`config.mk`:
```
export PLATFORM = sky130hd
export DESIGN_NAME = mcd_datapath
export DESIGN_NICKNAME = d
export VERILOG_FILES = /design/src/mcd_pkg.sv /design/src/mcd_datapath.sv
export SDC_FILE = /design/constraint.sdc
export NUM_CORES = 1
export LEC_CHECK = 0
export BUFFER_PORTS_ARGS = -buffer_cell sky130_fd_sc_hd__buf_2
export CORE_UTILIZATION = 45
export DETAILED_ROUTE_END_ITERATION = 12
export HOLD_SLACK_MARGIN = 0.08
export PLACE_DENSITY_LB_ADDON = 0.08
export SYNTH_ARGS = -nofsm -noshare
export SYNTH_HDL_FRONTEND = slang
export SYNTH_SLANG_ARGS = --single-unit
```
`constraint.sdc`:
```
create_clock -name REF_CLK -period 4.7 [get_ports REF_CLK]
set_input_delay 0.94 -clock REF_CLK [delete_from_list [all_inputs] [get_ports REF_CLK]]
set_output_delay 0.94 -clock REF_CLK [all_outputs]
set_load 0.01 [all_outputs]
```
`src/mcd_pkg.sv`:
```
// Constants, opcodes and carrier types for the four-bit datapath.
// Assumes a single 50 MHz clock domain and no other package.
package mcd_pkg;

	// Clock and instruction timing
	localparam int CLK_MHZ = 50;
	localparam int INSTR_CLOCKS = 6;
	localparam logic [2:0] PHASE_FETCH = 3'h0;
	localparam logic [2:0] PHASE_LAST = 3'(INSTR_CLOCKS - 1);

	// Memory organisation
	localparam int FILES = 4;
	localparam int WORDS_PER_FILE = 16;
	localparam int RAM_WORDS = FILES * WORDS_PER_FILE;
	localparam int DEC_ENTRIES = 32;

	// Register bus map (byte addresses, one aligned word each)
	localparam logic [7:0] ADDR_CTRL = 8'h00;
	localparam logic [7:0] ADDR_STATE = 8'h04;
	localparam logic [7:0] ADDR_RAM_PTR = 8'h08;
	localparam logic [7:0] ADDR_RAM_DATA = 8'h0C;
	localparam logic [0:0] DEC_TBL_SEL = 1'h1;
	localparam logic [31:0] RD_ZERO = 32'h0000_0000;
	localparam logic CTRL_RUN_RST = 1'h0;
	localparam int CTRL_RUN_BIT = 0;

	// Field positions in the state word
	localparam int ST_ACC_LSB = 0;
	localparam int ST_PTR_LSB = 4;
	localparam int ST_FILE_LSB = 8;
	localparam int ST_STATUS_BIT = 10;
	localparam int ST_LATCH_BIT = 11;
	localparam int ST_DIN_LSB = 12;
	localparam int ST_PHASE_LSB = 17;

	// Arithmetic constants
	localparam logic [4:0] K_ONE = 5'h01;
	localparam logic [4:0] K_SIX = 5'h06;
	localparam logic [4:0] K_EIGHT = 5'h08;
	localparam logic [4:0] K_TEN = 5'h0A;
	localparam logic [3:0] NIB_ZERO = 4'h0;

	// Opcode groups
	localparam logic [1:0] GRP_BRANCH = 2'h2;
	localparam logic [3:0] NIB_BITOPS = 4'h3;
	localparam logic [3:0] NIB_LDP = 4'h1;
	localparam logic [3:0] NIB_CONST_TO_POINTER = 4'h4;
	localparam logic [3:0] NIB_POINTER_NE_CONSTANT = 4'h5;
	localparam logic [3:0] NIB_CONST_STORE_ADVANCE = 4'h6;
	localparam logic [3:0] NIB_ACC_LE_CONSTANT = 4'h7;
	localparam logic [1:0] BIT_SET_RAM_BIT = 2'h0;
	localparam logic [1:0] BIT_CLEAR_RAM_BIT = 2'h1;
	localparam logic [1:0] BIT_TEST_RAM_BIT = 2'h2;
	localparam logic [1:0] BIT_LOAD_FILE_SELECT = 2'h3;

	// Full-byte opcodes
	localparam logic [7:0] OP_INVERT_FILE_SELECT = 8'h00;
	localparam logic [7:0] OP_ADD_EIGHT = 8'h01;
	localparam logic [7:0] OP_POINTER_NE_ACC = 8'h02;
	localparam logic [7:0] OP_ACC_TO_MEM = 8'h03;
	localparam logic [7:0] OP_ACC_TO_MEM_ZERO = 8'h04;
	localparam logic [7:0] OP_ADD_TEN = 8'h05;
	localparam logic [7:0] OP_ADD_SIX = 8'h06;
	localparam logic [7:0] OP_ACC_DECREMENT = 8'h07;
	localparam logic [7:0] OP_INPUTS_TO_ACC = 8'h08;
	localparam logic [7:0] OP_INPUTS_NONZERO_TEST = 8'h09;
	localparam logic [7:0] OP_ACC_TO_DECODE = 8'h0A;
	localparam logic [7:0] OP_CLEAR_DECODE_INPUT = 8'h0B;
	localparam logic [7:0] OP_LOWER_SELECT_LINE = 8'h0C;
	localparam logic [7:0] OP_RAISE_SELECT_LINE = 8'h0D;
	localparam logic [7:0] OP_ACC_INCREMENT = 8'h0E;
	localparam logic [7:0] OP_ACC_STORE_ADVANCE = 8'h20;
	localparam logic [7:0] OP_MEM_TO_ACC = 8'h21;
	localparam logic [7:0] OP_MEM_TO_POINTER = 8'h22;
	localparam logic [7:0] OP_POINTER_TO_ACC = 8'h23;
	localparam logic [7:0] OP_ACC_TO_POINTER = 8'h24;
	localparam logic [7:0] OP_ADD_MEMORY = 8'h25;
	localparam logic [7:0] OP_MEMORY_NONZERO_TEST = 8'h26;
	localparam logic [7:0] OP_SUBTRACT_FROM_MEMORY = 8'h27;
	localparam logic [7:0] OP_LOAD_MEMORY_PLUS_ONE = 8'h28;
	localparam logic [7:0] OP_ACC_LE_MEMORY = 8'h29;
	localparam logic [7:0] OP_LOAD_MEMORY_MINUS_ONE = 8'h2A;
	localparam logic [7:0] OP_POINTER_INCREMENT = 8'h2B;
	localparam logic [7:0] OP_POINTER_DECREMENT = 8'h2C;
	localparam logic [7:0] OP_NEGATE_ACC = 8'h2D;
	localparam logic [7:0] OP_EXCHANGE_MEM_ACC = 8'h2E;
	localparam logic [7:0] OP_CLEAR_ACC = 8'h2F;

	// Register bus request
	typedef struct packed {
		logic [7:0] addr;
		logic [31:0] wdata;
		logic wr;
		logic rd;
	} mcd_bus_t;

endpackage

```
`src/mcd_datapath.sv`:
```
// Four-bit microcomputer datapath: RAM, pointers, adder and status logic,
// select lines, decoded output port and input port.
// Assumes instruction bytes arrive on INSTR from logic on REF_CLK while
// FETCH is high, and that the input lines come straight from pins.
//
// Summary of operation
// - RAM holds 64 four-bit words in four files of sixteen words.
// - File select picks the file; loaded from instruction or inverted.
// - Pointer loads from constant, RAM or accumulator; steps up or down.
// - Set, clear and test act on one addressed RAM bit chosen by field.
// - Parameterised counts of decoded output lines (eight by default) and select lines.
// - Pointer picks one select line; raise or lower it, others hold.
// - Output lines decode the five-bit decode input register via table.
// - Only the pointer versus accumulator compare changes the status latch.
// - One instruction copies accumulator and latch in; another clears it.
// - Input lines set status when nonzero, or copy into the accumulator.
// - Arithmetic other than accumulator increment, compares and tests set status; all others force one.
// - Add memory puts sum in accumulator, carry into status.
// - Memory minus accumulator into accumulator, status one without borrow.
// - Memory plus or minus one into accumulator, status carry or no-borrow.
// - Pointer increment gives carry; decrement gives no-borrow.
// - Accumulator decrement gives no-borrow; zero wraps to fifteen.
// - Add six, eight or ten to accumulator, status gets carry.
// - Accumulator becomes two's complement; status one when it was zero.
// - Status one when accumulator at most the RAM word; operands unchanged.
// - Pointer inequality sets status; against accumulator also the latch.
// - Memory nonzero test and single-bit test set status from the word.
// - Each byte instruction takes exactly six clocks whatever its outcome.
//
// Chosen here: the address-and-strobe port and the register addresses.
`timescale 1ns/10ps
module mcd_datapath
#(
	parameter int SEL_LINES = 16,
	parameter int DEC_WIDTH = 8
) (
	input wire logic REF_CLK,
	input wire logic RESET_N,
	input wire mcd_pkg::mcd_bus_t BUS_REQ,
	output logic [31:0] BUS_RDATA,
	input wire logic [7:0] INSTR,
	output logic FETCH,
	input wire logic [3:0] KEY_IN,
	output logic [SEL_LINES-1:0] SEL_OUT,
	output logic [DEC_WIDTH-1:0] DEC_OUT
);
	import mcd_pkg::*;

	// Architectural state
	logic [3:0] acc_q;
	logic [3:0] acc_d;
	logic [3:0] ptr_q;
	logic [3:0] ptr_d;
	logic [1:0] file_q;
	logic [1:0] file_d;
	logic status_q;
	logic status_d;
	logic latch_q;
	logic latch_d;
	logic [4:0] din_q;
	logic [4:0] din_d;
	logic [7:0] ir_q;
	logic [2:0] phase_q;
	logic [2:0] phase_d;
	logic run_q;
	logic fetch_q;
	logic [5:0] ram_ptr_q;
	logic [31:0] rdata_q;
	logic [SEL_LINES-1:0] sel_q;
	logic [DEC_WIDTH-1:0] dec_out_q;
	logic [3:0] ram_q [RAM_WORDS];
	logic [DEC_WIDTH-1:0] dec_tbl_q [DEC_ENTRIES];

	// Input pins pass two flops before any use
	logic [3:0] key_s1_q;
	logic [3:0] key_s2_q;

	// Execution side effects
	logic mem_we;
	logic [3:0] mem_wd;
	logic sel_raise;
	logic sel_lower;

	// Decode
	wire exec = (phase_q == PHASE_LAST);
	wire take = run_q && (phase_q == PHASE_FETCH);
	wire [5:0] ram_addr = {file_q, ptr_q};
	wire [3:0] mem = ram_q[ram_addr];
	wire [3:0] cfield = {ir_q[0], ir_q[1], ir_q[2], ir_q[3]};
	wire [1:0] bfield = {ir_q[0], ir_q[1]};
	// Branch and call groups both have the top bit set
	wire is_branch = (ir_q[7:6] & GRP_BRANCH) == GRP_BRANCH;
	wire is_nibble = !is_branch && ir_q[6];
	wire is_bitop = (ir_q[7:4] == NIB_BITOPS);
	wire [4:0] acc5 = {1'b0, acc_q};
	wire [4:0] mem5 = {1'b0, mem};
	wire [4:0] ptr5 = {1'b0, ptr_q};
	wire [4:0] ptr_up = ptr5 + K_ONE;
	wire [4:0] ptr_dn = ptr5 - K_ONE;

	// Bus decode
	wire bus_ctrl = (BUS_REQ.addr == ADDR_CTRL);
	wire bus_state = (BUS_REQ.addr == ADDR_STATE);
	wire bus_rptr = (BUS_REQ.addr == ADDR_RAM_PTR);
	wire bus_rdat = (BUS_REQ.addr == ADDR_RAM_DATA);
	wire bus_tbl = (BUS_REQ.addr[7] == DEC_TBL_SEL);
	wire [4:0] tbl_idx = BUS_REQ.addr[6:2];
	wire [31:0] state_word = {
		12'h000,
		phase_q,
		din_q,
		latch_q,
		status_q,
		file_q,
		ptr_q,
		acc_q
	};
	wire [31:0] rd_mux =
		bus_ctrl ? {31'h0000_0000, run_q} :
		bus_state ? state_word :
		bus_rptr ? {26'h000_0000, ram_ptr_q} :
		bus_rdat ? {28'h000_0000, ram_q[ram_ptr_q]} :
		bus_tbl ? {{(32 - DEC_WIDTH){1'b0}}, dec_tbl_q[tbl_idx]} :
		RD_ZERO;

	always_comb begin
		logic [4:0] r;
		r = 5'h00;
		acc_d = acc_q;
		ptr_d = ptr_q;
		file_d = file_q;
		latch_d = latch_q;
		din_d = din_q;
		status_d = 1'b1;
		mem_we = 1'b0;
		mem_wd = acc_q;
		sel_raise = 1'b0;
		sel_lower = 1'b0;
		if (is_branch) begin
			status_d = 1'b1;
		end else if (is_nibble || ir_q[7:4] == NIB_LDP) begin
			unique case (ir_q[7:4])
				NIB_CONST_TO_POINTER: begin
					ptr_d = cfield;
				end
				NIB_POINTER_NE_CONSTANT: begin
					status_d = (ptr_q != cfield);
				end
				NIB_CONST_STORE_ADVANCE: begin
					mem_we = 1'b1;
					mem_wd = cfield;
					ptr_d = ptr_up[3:0];
				end
				NIB_ACC_LE_CONSTANT: begin
					status_d = (acc_q <= cfield);
				end
				default: begin
					status_d = 1'b1;
				end
			endcase
		end else if (is_bitop) begin
			unique case (ir_q[3:2])
				BIT_SET_RAM_BIT: begin
					mem_we = 1'b1;
					mem_wd = mem | (4'h1 << bfield);
				end
				BIT_CLEAR_RAM_BIT: begin
					mem_we = 1'b1;
					mem_wd = mem & ~(4'h1 << bfield);
				end
				BIT_TEST_RAM_BIT: begin
					status_d = mem[bfield];
				end
				BIT_LOAD_FILE_SELECT: begin
					file_d = bfield;
				end
			endcase
		end else begin
			unique case (ir_q)
				OP_INVERT_FILE_SELECT: file_d = ~file_q;
				OP_ADD_EIGHT: begin
					r = acc5 + K_EIGHT;
					acc_d = r[3:0];
					status_d = r[4];
				end
				OP_ADD_TEN: begin
					r = acc5 + K_TEN;
					acc_d = r[3:0];
					status_d = r[4];
				end
				OP_ADD_SIX: begin
					r = acc5 + K_SIX;
					acc_d = r[3:0];
					status_d = r[4];
				end
				OP_POINTER_NE_ACC: begin
					status_d = (ptr_q != acc_q);
					latch_d = (ptr_q != acc_q);
				end
				OP_ACC_TO_MEM: mem_we = 1'b1;
				OP_ACC_TO_MEM_ZERO: begin
					mem_we = 1'b1;
					acc_d = NIB_ZERO;
				end
				OP_ACC_DECREMENT: begin
					r = acc5 - K_ONE;
					acc_d = r[3:0];
					status_d = ~r[4];
				end
				OP_INPUTS_TO_ACC: acc_d = key_s2_q;
				OP_INPUTS_NONZERO_TEST: begin
					status_d = (key_s2_q != NIB_ZERO);
				end
				OP_ACC_TO_DECODE: din_d = {latch_q, acc_q};
				OP_CLEAR_DECODE_INPUT: din_d = 5'h00;
				OP_LOWER_SELECT_LINE: sel_lower = 1'b1;
				OP_RAISE_SELECT_LINE: sel_raise = 1'b1;
				OP_ACC_INCREMENT: begin
					r = acc5 + K_ONE;
					acc_d = r[3:0];
				end
				OP_ACC_STORE_ADVANCE: begin
					mem_we = 1'b1;
					ptr_d = ptr_up[3:0];
				end
				OP_MEM_TO_ACC: acc_d = mem;
				OP_MEM_TO_POINTER: ptr_d = mem;
				OP_POINTER_TO_ACC: acc_d = ptr_q;
				OP_ACC_TO_POINTER: ptr_d = acc_q;
				OP_ADD_MEMORY: begin
					r = acc5 + mem5;
					acc_d = r[3:0];
					status_d = r[4];
				end
				OP_MEMORY_NONZERO_TEST: begin
					status_d = (mem != NIB_ZERO);
				end
				OP_SUBTRACT_FROM_MEMORY: begin
					r = mem5 - acc5;
					acc_d = r[3:0];
					status_d = ~r[4];
				end
				OP_LOAD_MEMORY_PLUS_ONE: begin
					r = mem5 + K_ONE;
					acc_d = r[3:0];
					status_d = r[4];
				end
				OP_ACC_LE_MEMORY: status_d = (acc_q <= mem);
				OP_LOAD_MEMORY_MINUS_ONE: begin
					r = mem5 - K_ONE;
					acc_d = r[3:0];
					status_d = ~r[4];
				end
				OP_POINTER_INCREMENT: begin
					ptr_d = ptr_up[3:0];
					status_d = ptr_up[4];
				end
				OP_POINTER_DECREMENT: begin
					ptr_d = ptr_dn[3:0];
					status_d = ~ptr_dn[4];
				end
				OP_NEGATE_ACC: begin
					r = {1'b0, ~acc_q} + K_ONE;
					acc_d = r[3:0];
					status_d = r[4];
				end
				OP_EXCHANGE_MEM_ACC: begin
					mem_we = 1'b1;
					acc_d = mem;
				end
				OP_CLEAR_ACC: acc_d = NIB_ZERO;
				// Only the one unused byte code lands here and forces status; page load forces it in the nibble case
				default: status_d = 1'b1;
			endcase
		end
	end

	// Six-clock instruction cycle; an idle core waits in the fetch phase
	assign phase_d = exec ? PHASE_FETCH :
		(phase_q != PHASE_FETCH || run_q) ? phase_q + 3'h1 : phase_q;

	always_ff @(posedge REF_CLK or negedge RESET_N) begin
		if (!RESET_N) begin
			phase_q <= PHASE_FETCH;
			fetch_q <= 1'b0;
			ir_q <= OP_ACC_INCREMENT;
		end else begin
			phase_q <= phase_d;
			// High during the fetch phase cycle, when INSTR is taken
			fetch_q <= run_q && (phase_d == PHASE_FETCH);
			if (take) begin
				ir_q <= INSTR;
			end
		end
	end

	always_ff @(posedge REF_CLK or negedge RESET_N) begin
		if (!RESET_N) begin
			key_s1_q <= NIB_ZERO;
			key_s2_q <= NIB_ZERO;
		end else begin
			key_s1_q <= KEY_IN;
			key_s2_q <= key_s1_q;
		end
	end

	always_ff @(posedge REF_CLK or negedge RESET_N) begin
		if (!RESET_N) begin
			acc_q <= NIB_ZERO;
			ptr_q <= NIB_ZERO;
			file_q <= 2'h0;
			status_q <= 1'b1;
			latch_q <= 1'b0;
			din_q <= 5'h00;
		end else if (exec) begin
			acc_q <= acc_d;
			ptr_q <= ptr_d;
			file_q <= file_d;
			status_q <= status_d;
			latch_q <= latch_d;
			din_q <= din_d;
		end
	end

	// RAM holds data only, so it carries no reset
	always_ff @(posedge REF_CLK) begin
		if (exec && mem_we) begin
			ram_q[ram_addr] <= mem_wd;
		end
	end

	// Select lines: pointer values beyond the line count touch nothing
	for (genvar i = 0; i < SEL_LINES; i++) begin : g_sel
		wire hit = (ptr_q == 4'(i));
		always_ff @(posedge REF_CLK or negedge RESET_N) begin
			if (!RESET_N) begin
				sel_q[i] <= 1'b0;
			end else if (exec && hit && sel_raise) begin
				sel_q[i] <= 1'b1;
			end else if (exec && hit && sel_lower) begin
				sel_q[i] <= 1'b0;
			end
		end
	end

	// Decode table is software loaded; output trails the input by one clock
	always_ff @(posedge REF_CLK or negedge RESET_N) begin
		if (!RESET_N) begin
			dec_out_q <= '0;
			for (int j = 0; j < DEC_ENTRIES; j++) begin
				dec_tbl_q[j] <= '0;
			end
		end else begin
			dec_out_q <= dec_tbl_q[din_q];
			if (BUS_REQ.wr && bus_tbl) begin
				dec_tbl_q[tbl_idx] <= BUS_REQ.wdata[DEC_WIDTH-1:0];
			end
		end
	end

	// Register bus slave, read data in the cycle after the strobe
	always_ff @(posedge REF_CLK or negedge RESET_N) begin
		if (!RESET_N) begin
			run_q <= CTRL_RUN_RST;
			ram_ptr_q <= 6'h00;
			rdata_q <= RD_ZERO;
		end else begin
			if (BUS_REQ.wr && bus_ctrl) begin
				run_q <= BUS_REQ.wdata[CTRL_RUN_BIT];
			end
			if (BUS_REQ.wr && bus_rptr) begin
				ram_ptr_q <= BUS_REQ.wdata[5:0];
			end
			rdata_q <= BUS_REQ.rd ? rd_mux : RD_ZERO;
		end
	end

	assign BUS_RDATA = rdata_q;
	assign FETCH = fetch_q;
	assign SEL_OUT = sel_q;
	assign DEC_OUT = dec_out_q;

endmodule

```
# Word-level counts from Yosys, hierarchy flattened
# Memories as Yosys holds them, arrays and structs flattened.
# Index checks and enable logic that the tools add are counted.
# op_classes
n_bitwise	14
magnitude_cmp	6
n_addsub	13
eq_ne	63
mux	87
reduce_logical	98
shift	1
# op_table
op	count
$bwmux 256	1
$eq 8x6->1 const B	16
$bmux 8 s5	2
$eq 8x4->1 const B	9
$mux 8	8
$mux 20	3
$logic_and 1x1->1	56
$pmux 4 s14	1
$mux 1	53
$demux 8 s5	1
$eq 8x3->1 const B	5
$reduce_bool 2->1	18
$eq 4x3->1 const B	8
$eq 4x4->1 const B	8
$reduce_and 5->1	5
$mux 4	6
$eq 8x2->1 const B	2
$logic_not 8->1	2
$pmux 4 s2	2
$pmux 4 s4	1
$add 4x1->5 const B	3
$pmux 1 s15	1
$sub 4x1->5 const B	3
$reduce_bool 14->1	1
other kinds (41)	67
# word_totals
mem_bits_rw	256
out_inout_bits	57
wordCells	346
memories	1
inputBits	56
reg_bits	344
# memory_table
name	words	width	rd	rd_clocked_by_memory_dff	write_ports	line_no	source
ram_q	64	4	2	0	1	mcd_datapath.sv:71	logic [3:0] ram_q [RAM_WORDS];

# Logic depth before layout (Yosys ltp)
# Gate-level depths: netlist of run 1.
# logic_depth
ltp_word	10
mapped_depth	20
depth_no_buf	16

# Least setup slack after synthesis of run 1
# No wires, ideal clock.
# synth_path
kind	flip-flop to flip-flop
from	register ptr_q[0]
to	memory ram_q[0][0] (data pin)
t_required_ns	4.152
arrival_ns	3.475
n_path_buf	4
stages_incl_launch_ff	12
setup_time_ns	0.548
path_slack_ns	0.676
synth_period_minus_slack_ns	4.024
path_cell_list	dfrtp_1 buf_6 buf_4 buf_2 clkbuf_1 nand2_1 o221ai_1 o2bb2ai_1 a21oi_1 nand3_1 a211oi_1 a21oi_1
# synth_between
elab_chain_len	6
elab_cells_between_ends	7
cone_classes	mux (4); bitwise (2); memory (1)
# synth_rtl
item	line_no	source
from (decl)	mcd_datapath.sv:52	logic [3:0] ptr_q;
from (signal assigned)	mcd_datapath.sv:317	ptr_q <= ptr_d;
$mem_v2 64x4 *	--	
$and 4x4->4 or $or 4x4->4 (tied branches)	mcd_datapath.sv:169, mcd_datapath.sv:165	
$pmux 4 s2 *	mcd_datapath.sv:162	unique case (ir_q[3:2])
$mux 4 *	mcd_datapath.sv:161	end else if (is_bitop) begin
$mux 4 *	mcd_datapath.sv:141	end else if (is_nibble || ir_q[7:4] == NIB_LDP) begin
$mux 4 *	mcd_datapath.sv:139	if (is_branch) begin
named net mem_wd[0]	mcd_datapath.sv:80	logic [3:0] mem_wd;
to (decl)	mcd_datapath.sv:71	
# The timed path passes the listed nets; every way through them passes the cells marked *.

# Worst setup path in the final report of run 1
# layout_path
from	register ptr_q[2]
to	register status_q
# layout_between
elab_chain_len	7
elab_cells_between_ends	22
cone_classes	add/sub (6); order compare (1); eq/ne (2); mux (8); bitwise (3); reduce/logical (1); memory (1)
# layout_rtl
item	line_no	source
$mem_v2 64x4	--	
$sub 4x1->5 (tied with other cells)	mcd_datapath.sv:250	r = mem5 - K_ONE;
$not 1->1 (tied with other cells)	mcd_datapath.sv:252	status_d = ~r[4];
$pmux 1 s15 or $mux 1 (tied branches)	mcd_datapath.sv:179, mcd_datapath.sv:162	
$mux 1	mcd_datapath.sv:161	
$mux 1 *	mcd_datapath.sv:141	
$mux 1 *	mcd_datapath.sv:139	
to (signal assigned)	mcd_datapath.sv:319	status_q <= status_d;
to (decl)	mcd_datapath.sv:56	logic status_q;
# Every way passes the cells marked *; elsewhere a longest branch is shown, timed or not. The select of a mux whose other input is x is not followed.
# A chain may end at the register's enable or synchronous reset.

==> out/qor.yml, run 1 <==
status:
  outcome: "finished, final reports clean"
clock_tree:
  cts.sink_count: 600
  insertion_delay_ns: 0.61
  tritoncts: "built"
  hold_buffers: 0
  cts_buffer_depth: 3
  htree_levels: 3
  postCtsResizedCells: 0
  cts_root_buffer: "clkbuf_16"
  clk_pin_slew_ns: 0.06
  cts_setup_buffers: 0
  cts_buffers: 68
route:
  met2WireLength_um: 45500
  drt_iter0_drc: 2156
  wire_per_inst_um: 28.8
  final_antenna_net_count: 0
  first_pass_iters: 9
  wl_met1_um: 38300
  route.met3.wl_um: 5900
  totalWireLength_um: 93600
  vias: 20500
  viasPerCell: 6.31
  drc: 0
  highest_layer: "met4"
worst_setup_path:
  crit_arrival_ns: 4.72
  cp_max_fo: 33
  rr_worst_depth: 17
  critPathLaunchType: "flop"
  reg2reg_slack_ns: 0.50
  worstSetupPathType: "flop to flop"
  required_ns: 5.22
  cp-end-kind: "flop"
synthesis:
  netlist_instances: 2202
  synth_top_family_by_area: "multiplexers"
  synth.avg_cell_area_um2: 14.4
  synth_xor_xnor_area_share_pct: 0.414
  synth_seq_area_share_pct: 51.4
  synth_adder_area_share_pct: 1.23
  async_flop_share_pct: 57.3
  synthMuxAreaShare_pct: 30.6
  synth_top_area_share_pct: 26.8
  synth_cell_types: 87
  synth_edf_count: 256
  synth_compound_area_share_pct: 6.20
  synth_area_leaders: "dfrtp_1 (27%), edfxtp_1 (24%), mux4_2 (19%), mux2_2 (10%), nor2_1 (1.8%)"
  ys.warnings.count: 0
  yosys.area_share.simple_pct: 7.20
  ys.flop_type: "dfrtp_1"
  ys_seq_elements: 600
  yosys.area.top_type: "dfrtp_1"
  synth_area_um2: 31700
placed_design:
  dp_hpwl_um: 63400
  gp_congestion: 0.916
  port_buffers: 76
floorplanning:
  fp.dieW_um: 267
  initial_utilization_pct: 45.8
  die_y_um: 267
  ios: 113
  core_region_area_um2: 69200
  dieArea_um2: 71500
  rows: 96
layout:
  final_nets: 2358
  fillers: 5932
  final_common_cell: "dfrtp_1"
  most-common-layout-cells: "dfrtp_1 (333), mux2_2 (295), mux4_2 (265)"
  area_delta_synth_final_pct: 12.2
  layout-drive-gt1-share_pct: 37.3
global_routing:
  overflow: 0
  grtUsageTotal_pct: 26.7
  grt_pass1_wl_um: 140000
  grt_max_degree: 113
  grt_pass1_vias: 21000
  antenna_found_initial: 3
job:
  cap_violations: 0
timing:
  period_minus_slack_ns: 4.20
  rsz0062_at_grt: "false"
  post-route-period-util_pct: 89.4
  setup_viol: 0
  fin_skew_ns: 0.0268
  final-hold-violation-count: 0
  hold-worst-slack_ns: 0.346
  drv_slew: 0
  timing.fmax_mhz: 238
  worst_pin_slew_ns: 1.34
  timing.setup.tns_ns: 0
  slew_headroom_pct: 9.69
pwr:
  power_density_nw_per_um2: 474
  p_leak_nw: 13.5
  p_total_mw: 16.9
  ir_drop_uv: 344
worst_hold_path:
  min_path_type: "flop to flop"
  whs_path_depth: 0
report_power, final:
group | switching (mW) | total, mW | internal, mW
clock network | 2.16 | 5.33 | 3.16
registers | 0.450 | 6.77 | 6.32
logic | 2.88 | 4.76 | 1.88
total | 5.50 | 16.9 | 11.4
metal layers:
layer / up-vias / track usage, %
met4: 0 / 10.6
li1: 8762 / -
met1: 10800 / 35.3
met5: - / 0
met3: 190 / 4.95
met2: 801 / 43.6
cell type report:
| class | count | area [µm²] | area share [%] |
|---|---|---|---|
| Clock inverter | 21 | 210 | 0.591 |
| Sequential cell | 600 | 16300 | 45.9 |
| Tap cell | 931 | 1160 | 3.28 |
| Antenna cell | 1 | 2.50 | 0.00704 |
| Clock buffer | 97 | 2020 | 5.68 |
| Timing Repair Buffer | 165 | 1210 | 3.41 |
| Inverter | 27 | 101 | 0.285 |
| Multi-Input combinational cell | 1410 | 14500 | 40.8 |
state kept, by name (all words and copies together) (netlist names), 2 cells and up:
register and count:
phase_q 3, BUS_RDATA 20, ir_q 8, SEL_OUT 16
file_q 2, acc_q 4, key_s1_q 4, din_q 5
ptr_q 4, dec_tbl_q 256, ram_ptr_q 6, DEC_OUT 8
ram_q 256, key_s2_q 4
path summary, 6_finish.rpt:
kind	start	endpoint
hold reg to reg	key_s1_q[2]	key_s2_q[2]
setup / recovery	ptr_q[2]	status_q
min in group asynchronous	RESET_N	dec_tbl_q[103]
max in group asynchronous	RESET_N	ram_ptr_q[1]
setup reg to reg	ptr_q[2]	status_q
hold / removal	key_s1_q[2]	key_s2_q[2]
cell families (layout without fill, tap and decap cells):
| logic type | after synthesis | count (layout) |
|---|---|---|
| other | 1 | 13 |
| xor gates and xnor gates | 15 | 15 |
| buffers and inverters | 203 | 310 |
| and+or+nand+nor | 458 | 458 |
| AOI/OAI and AO/OA | 296 | 296 |
| adders and majority gates | 30 | 30 |
| muxes | 599 | 599 |
| DFF | 600 | 600 |
cells in the mapped netlist (7+ instances only):
master and instances:
inv_1 25, nor2_1 149, clkbuf_1 92, a31oi_1 10, mux2_2 295, nor2b_1 14, buf_1 23, nand3_1 24
and3_1 13, mux4_2 265, buf_4 18, buf_6 9, nor3b_1 13, or3_1 7, edfxtp_1 256, a211oi_1 12
nand2_1 105, o22ai_1 14, or2_2 10, a21oi_1 52, a22oi_1 54, buf_2 34, and2_1 19, mux2i_1 35
nor3_1 27, a221oi_1 11, nand4_1 16, nand2b_1 29, dfrtp_1 340, ha_1 28, o21ai_0 76, xnor2_1 11
per-stage QoR:
stage | worst slack (ns) | area (µm²) | util [%] | instances
2_1_floorplan | 0.676 | 31700 | - | 2213
4_1_cts | 0.549 | 35500 | 51.4 | 3251
6_report | 0.498 | 35600 | 51.4 | 3252
3_5_place_dp | 0.579 | 33300 | 48.2 | 3133
3_3_place_gp | 0.533 | 33300 | 48.2 | 3133
5_1_grt | 0.281 | 35500 | 51.4 | 3251
critical path, cell delays in order, from the launching register on:
cell and delay (ns):
dfrtp_4 0.73, buf_4 0.33, mux4_2 0.22, nand2_1 0.06
a21oi_1 0.51, nor4_4 0.13, nand2_1 0.13, inv_1 0.09
ha_1 0.24, fa_1 0.43, nor2b_1 0.13, o21ai_0 0.10
a211oi_1 0.26, a31oi_1 0.07, o2111a_1 0.28, nand3_1 0.08
o311ai_1 0.09, a41oi_1 0.17
(Power assumes the default switching activity.)
==> run 2: changes to the inputs <==
Settings changed: CORE_UTILIZATION 45 to 40, PLACE_DENSITY set to 0.56, PLACE_DENSITY_LB_ADDON 0.08 to not set.
==> out/qor.yml, run 2 (synthesis gave the netlist of run 1 again) <==
clock_tree:
  htree_levels: 3
  postCtsResizedCells: 0
  tritoncts: "built"
  cts_root_buffer: "clkbuf_16"
  cts_buffers: 66
  clk_pin_slew_ns: 0.06
  cts_buffer_depth: 3
  cts_setup_buffers: 0
  hold_buffers: 0
  insertion_delay_ns: 0.62
  cts.sink_count: 600
layout:
  most-common-layout-cells: "dfrtp_1 (333), mux2_2 (295), mux4_2 (265)"
  post_layout_nonfiller_instances: 3396
  area_delta_synth_final_pct: 13.0
  final_common_cell: "dfrtp_1"
  layout-drive-gt1-share_pct: 38.1
  final_nets: 2389
worst_setup_path:
  required_ns: 5.22
  cp_max_fo: 28
  critPathLaunchType: "flop"
  worstSetupPathType: "flop to flop"
  crit_arrival_ns: 5.02
  cp-end-kind: "flop"
route:
  drt_iter0_drc: 2160
  wire_per_inst_um: 27.7
  final_antenna_net_count: 0
  viasPerCell: 6.14
  vias: 20800
  first_pass_iters: 7
  totalWireLength_um: 94200
  drc: 0
timing:
  period_minus_slack_ns: 4.50
  fin_skew_ns: 0.0341
  timing.fmax_mhz: 222
  hold-worst-slack_ns: 0.352
  slew_headroom_pct: 23.3
  final-hold-violation-count: 0
  post-route-period-util_pct: 95.7
  setup_viol: 0
  timing.setup.tns_ns: 0
  worst_pin_slew_ns: 1.15
  rsz0062_at_grt: "false"
  drv_slew: 0
floorplanning:
  core_region_area_um2: 78000
  dieArea_um2: 80400
  die_y_um: 284
  fp.dieW_um: 284
  rows: 102
  initial_utilization_pct: 40.6
  ios: 113
global_routing:
  grtUsageTotal_pct: 23.6
  overflow: 0
  grt_most_used_layer: "met2"
  grt_pass1_vias: 21500
  gr-usage-met2_pct: 38.1
  grt_pass1_wl_um: 143000
  grt_max_degree: 114
  use_met3_pct: 3.49
  grt_use_met1_pct: 32.9
  antenna_found_initial: 0
placed_design:
  dp_hpwl_um: 65000
  dp.cells: 3275
  port_buffers: 76
  gp_congestion: 0.961
pwr:
  seq_power_share_pct: 41.1
  p_int_mw: 11.3
  ir_drop_uv: 576
  power_density_nw_per_um2: 469
  pwr-share-comb_pct: 27.7
  power.share.clock_pct: 31.2
  p_leak_nw: 13.7
  power.switching_mw: 5.53
  swShare_pct: 32.9
job:
  cap_violations: 0
worst_hold_path:
  min_path_type: "flop to flop"
status:
  outcome: "finished, final reports clean"
-- run 2: cell count changes in the layout (fill, tap and decap cells not counted), moves of 2 or more --
cell        previous run  this run
clkinv_1               5        10
buf_4                 79       115
clkinv_2               7        13
bufinv_16              3         5
clkbuf_16             74        68
clkinvlp_4             2         0
clkbuf_1              15        13
buf_12                12         9
-- run 2: metal layers --
metal | vias up | wire length (µm)
li1 | 8817 | -
met1 | 11100 | 40600
met2 | 805 | 45300
met3 | 158 | 5380
met4 | 0 | 2960
met5 | - | 0
-- run 2: worst paths after layout --
check	slack, ns	endpoint	start	cells past startpoint
max in group asynchronous	3.10	ptr_q[1]	RESET_N	2
min reg2reg	0.35	key_s2_q[3]	key_s1_q[3]	0
max	0.20	status_q	ptr_q[0]	15
max reg2reg	0.20	status_q	ptr_q[0]	15
min	0.35	key_s2_q[3]	key_s1_q[3]	0
min in group asynchronous	0.40	dec_tbl_q[123]	RESET_N	1
-- run 2: critical path, cell delays in order (launching register included) --
cell	delay, ns
dfrtp_4	0.75
buf_4	0.36
and2b_1	0.45
a22oi_1	0.21
and3_1	0.22
nor4_1	0.61
buf_4	0.23
nand3_2	0.10
ha_1	0.37
o21ai_0	0.13
a211oi_1	0.25
a31oi_1	0.07
o2111a_1	0.29
nand3_1	0.07
o311ai_1	0.10
a41oi_1	0.18
-- run 2: stage by stage --
stage	power (mW)	setup WS [ns]	utilization [%]	instance area, µm²
3_5_place_dp	11.6	0.316	43.2	33700
5_1_grt	17.5	0.0509	45.9	35800
6_report	16.8	0.204	46.0	35800
4_1_cts	16.8	0.290	45.9	35800
2_1_floorplan	9.84	0.676	-	31700
3_3_place_gp	11.5	0.261	43.2	33700
-- run 2: power by group through the flow --
| stage | combinational (mW) | sequential [mW] | clock, mW |
|---|---|---|---|
| global route | 4.99 | 6.96 | 5.54 |
| finish | 4.65 | 6.90 | 5.24 |
| CTS | 4.61 | 6.89 | 5.35 |
| floorplan | 3.19 | 6.65 | 0 |
| detailed placement | 4.60 | 6.99 | 0 |
| global placement | 4.52 | 6.95 | 0 |
-- run 2: final cells by class --
| type | instances | area (µm²) |
|---|---|---|
| Clock buffer | 88 | 1850 |
| Timing Repair Buffer | 198 | 1420 |
| Multi-Input combinational cell | 1410 | 14500 |
| Clock inverter | 32 | 315 |
| Fill cell | 6911 | 42100 |
| Sequential cell | 600 | 16300 |
| Antenna cell | 1 | 2.50 |
| Tap cell | 1040 | 1300 |
| Inverter | 27 | 101 |
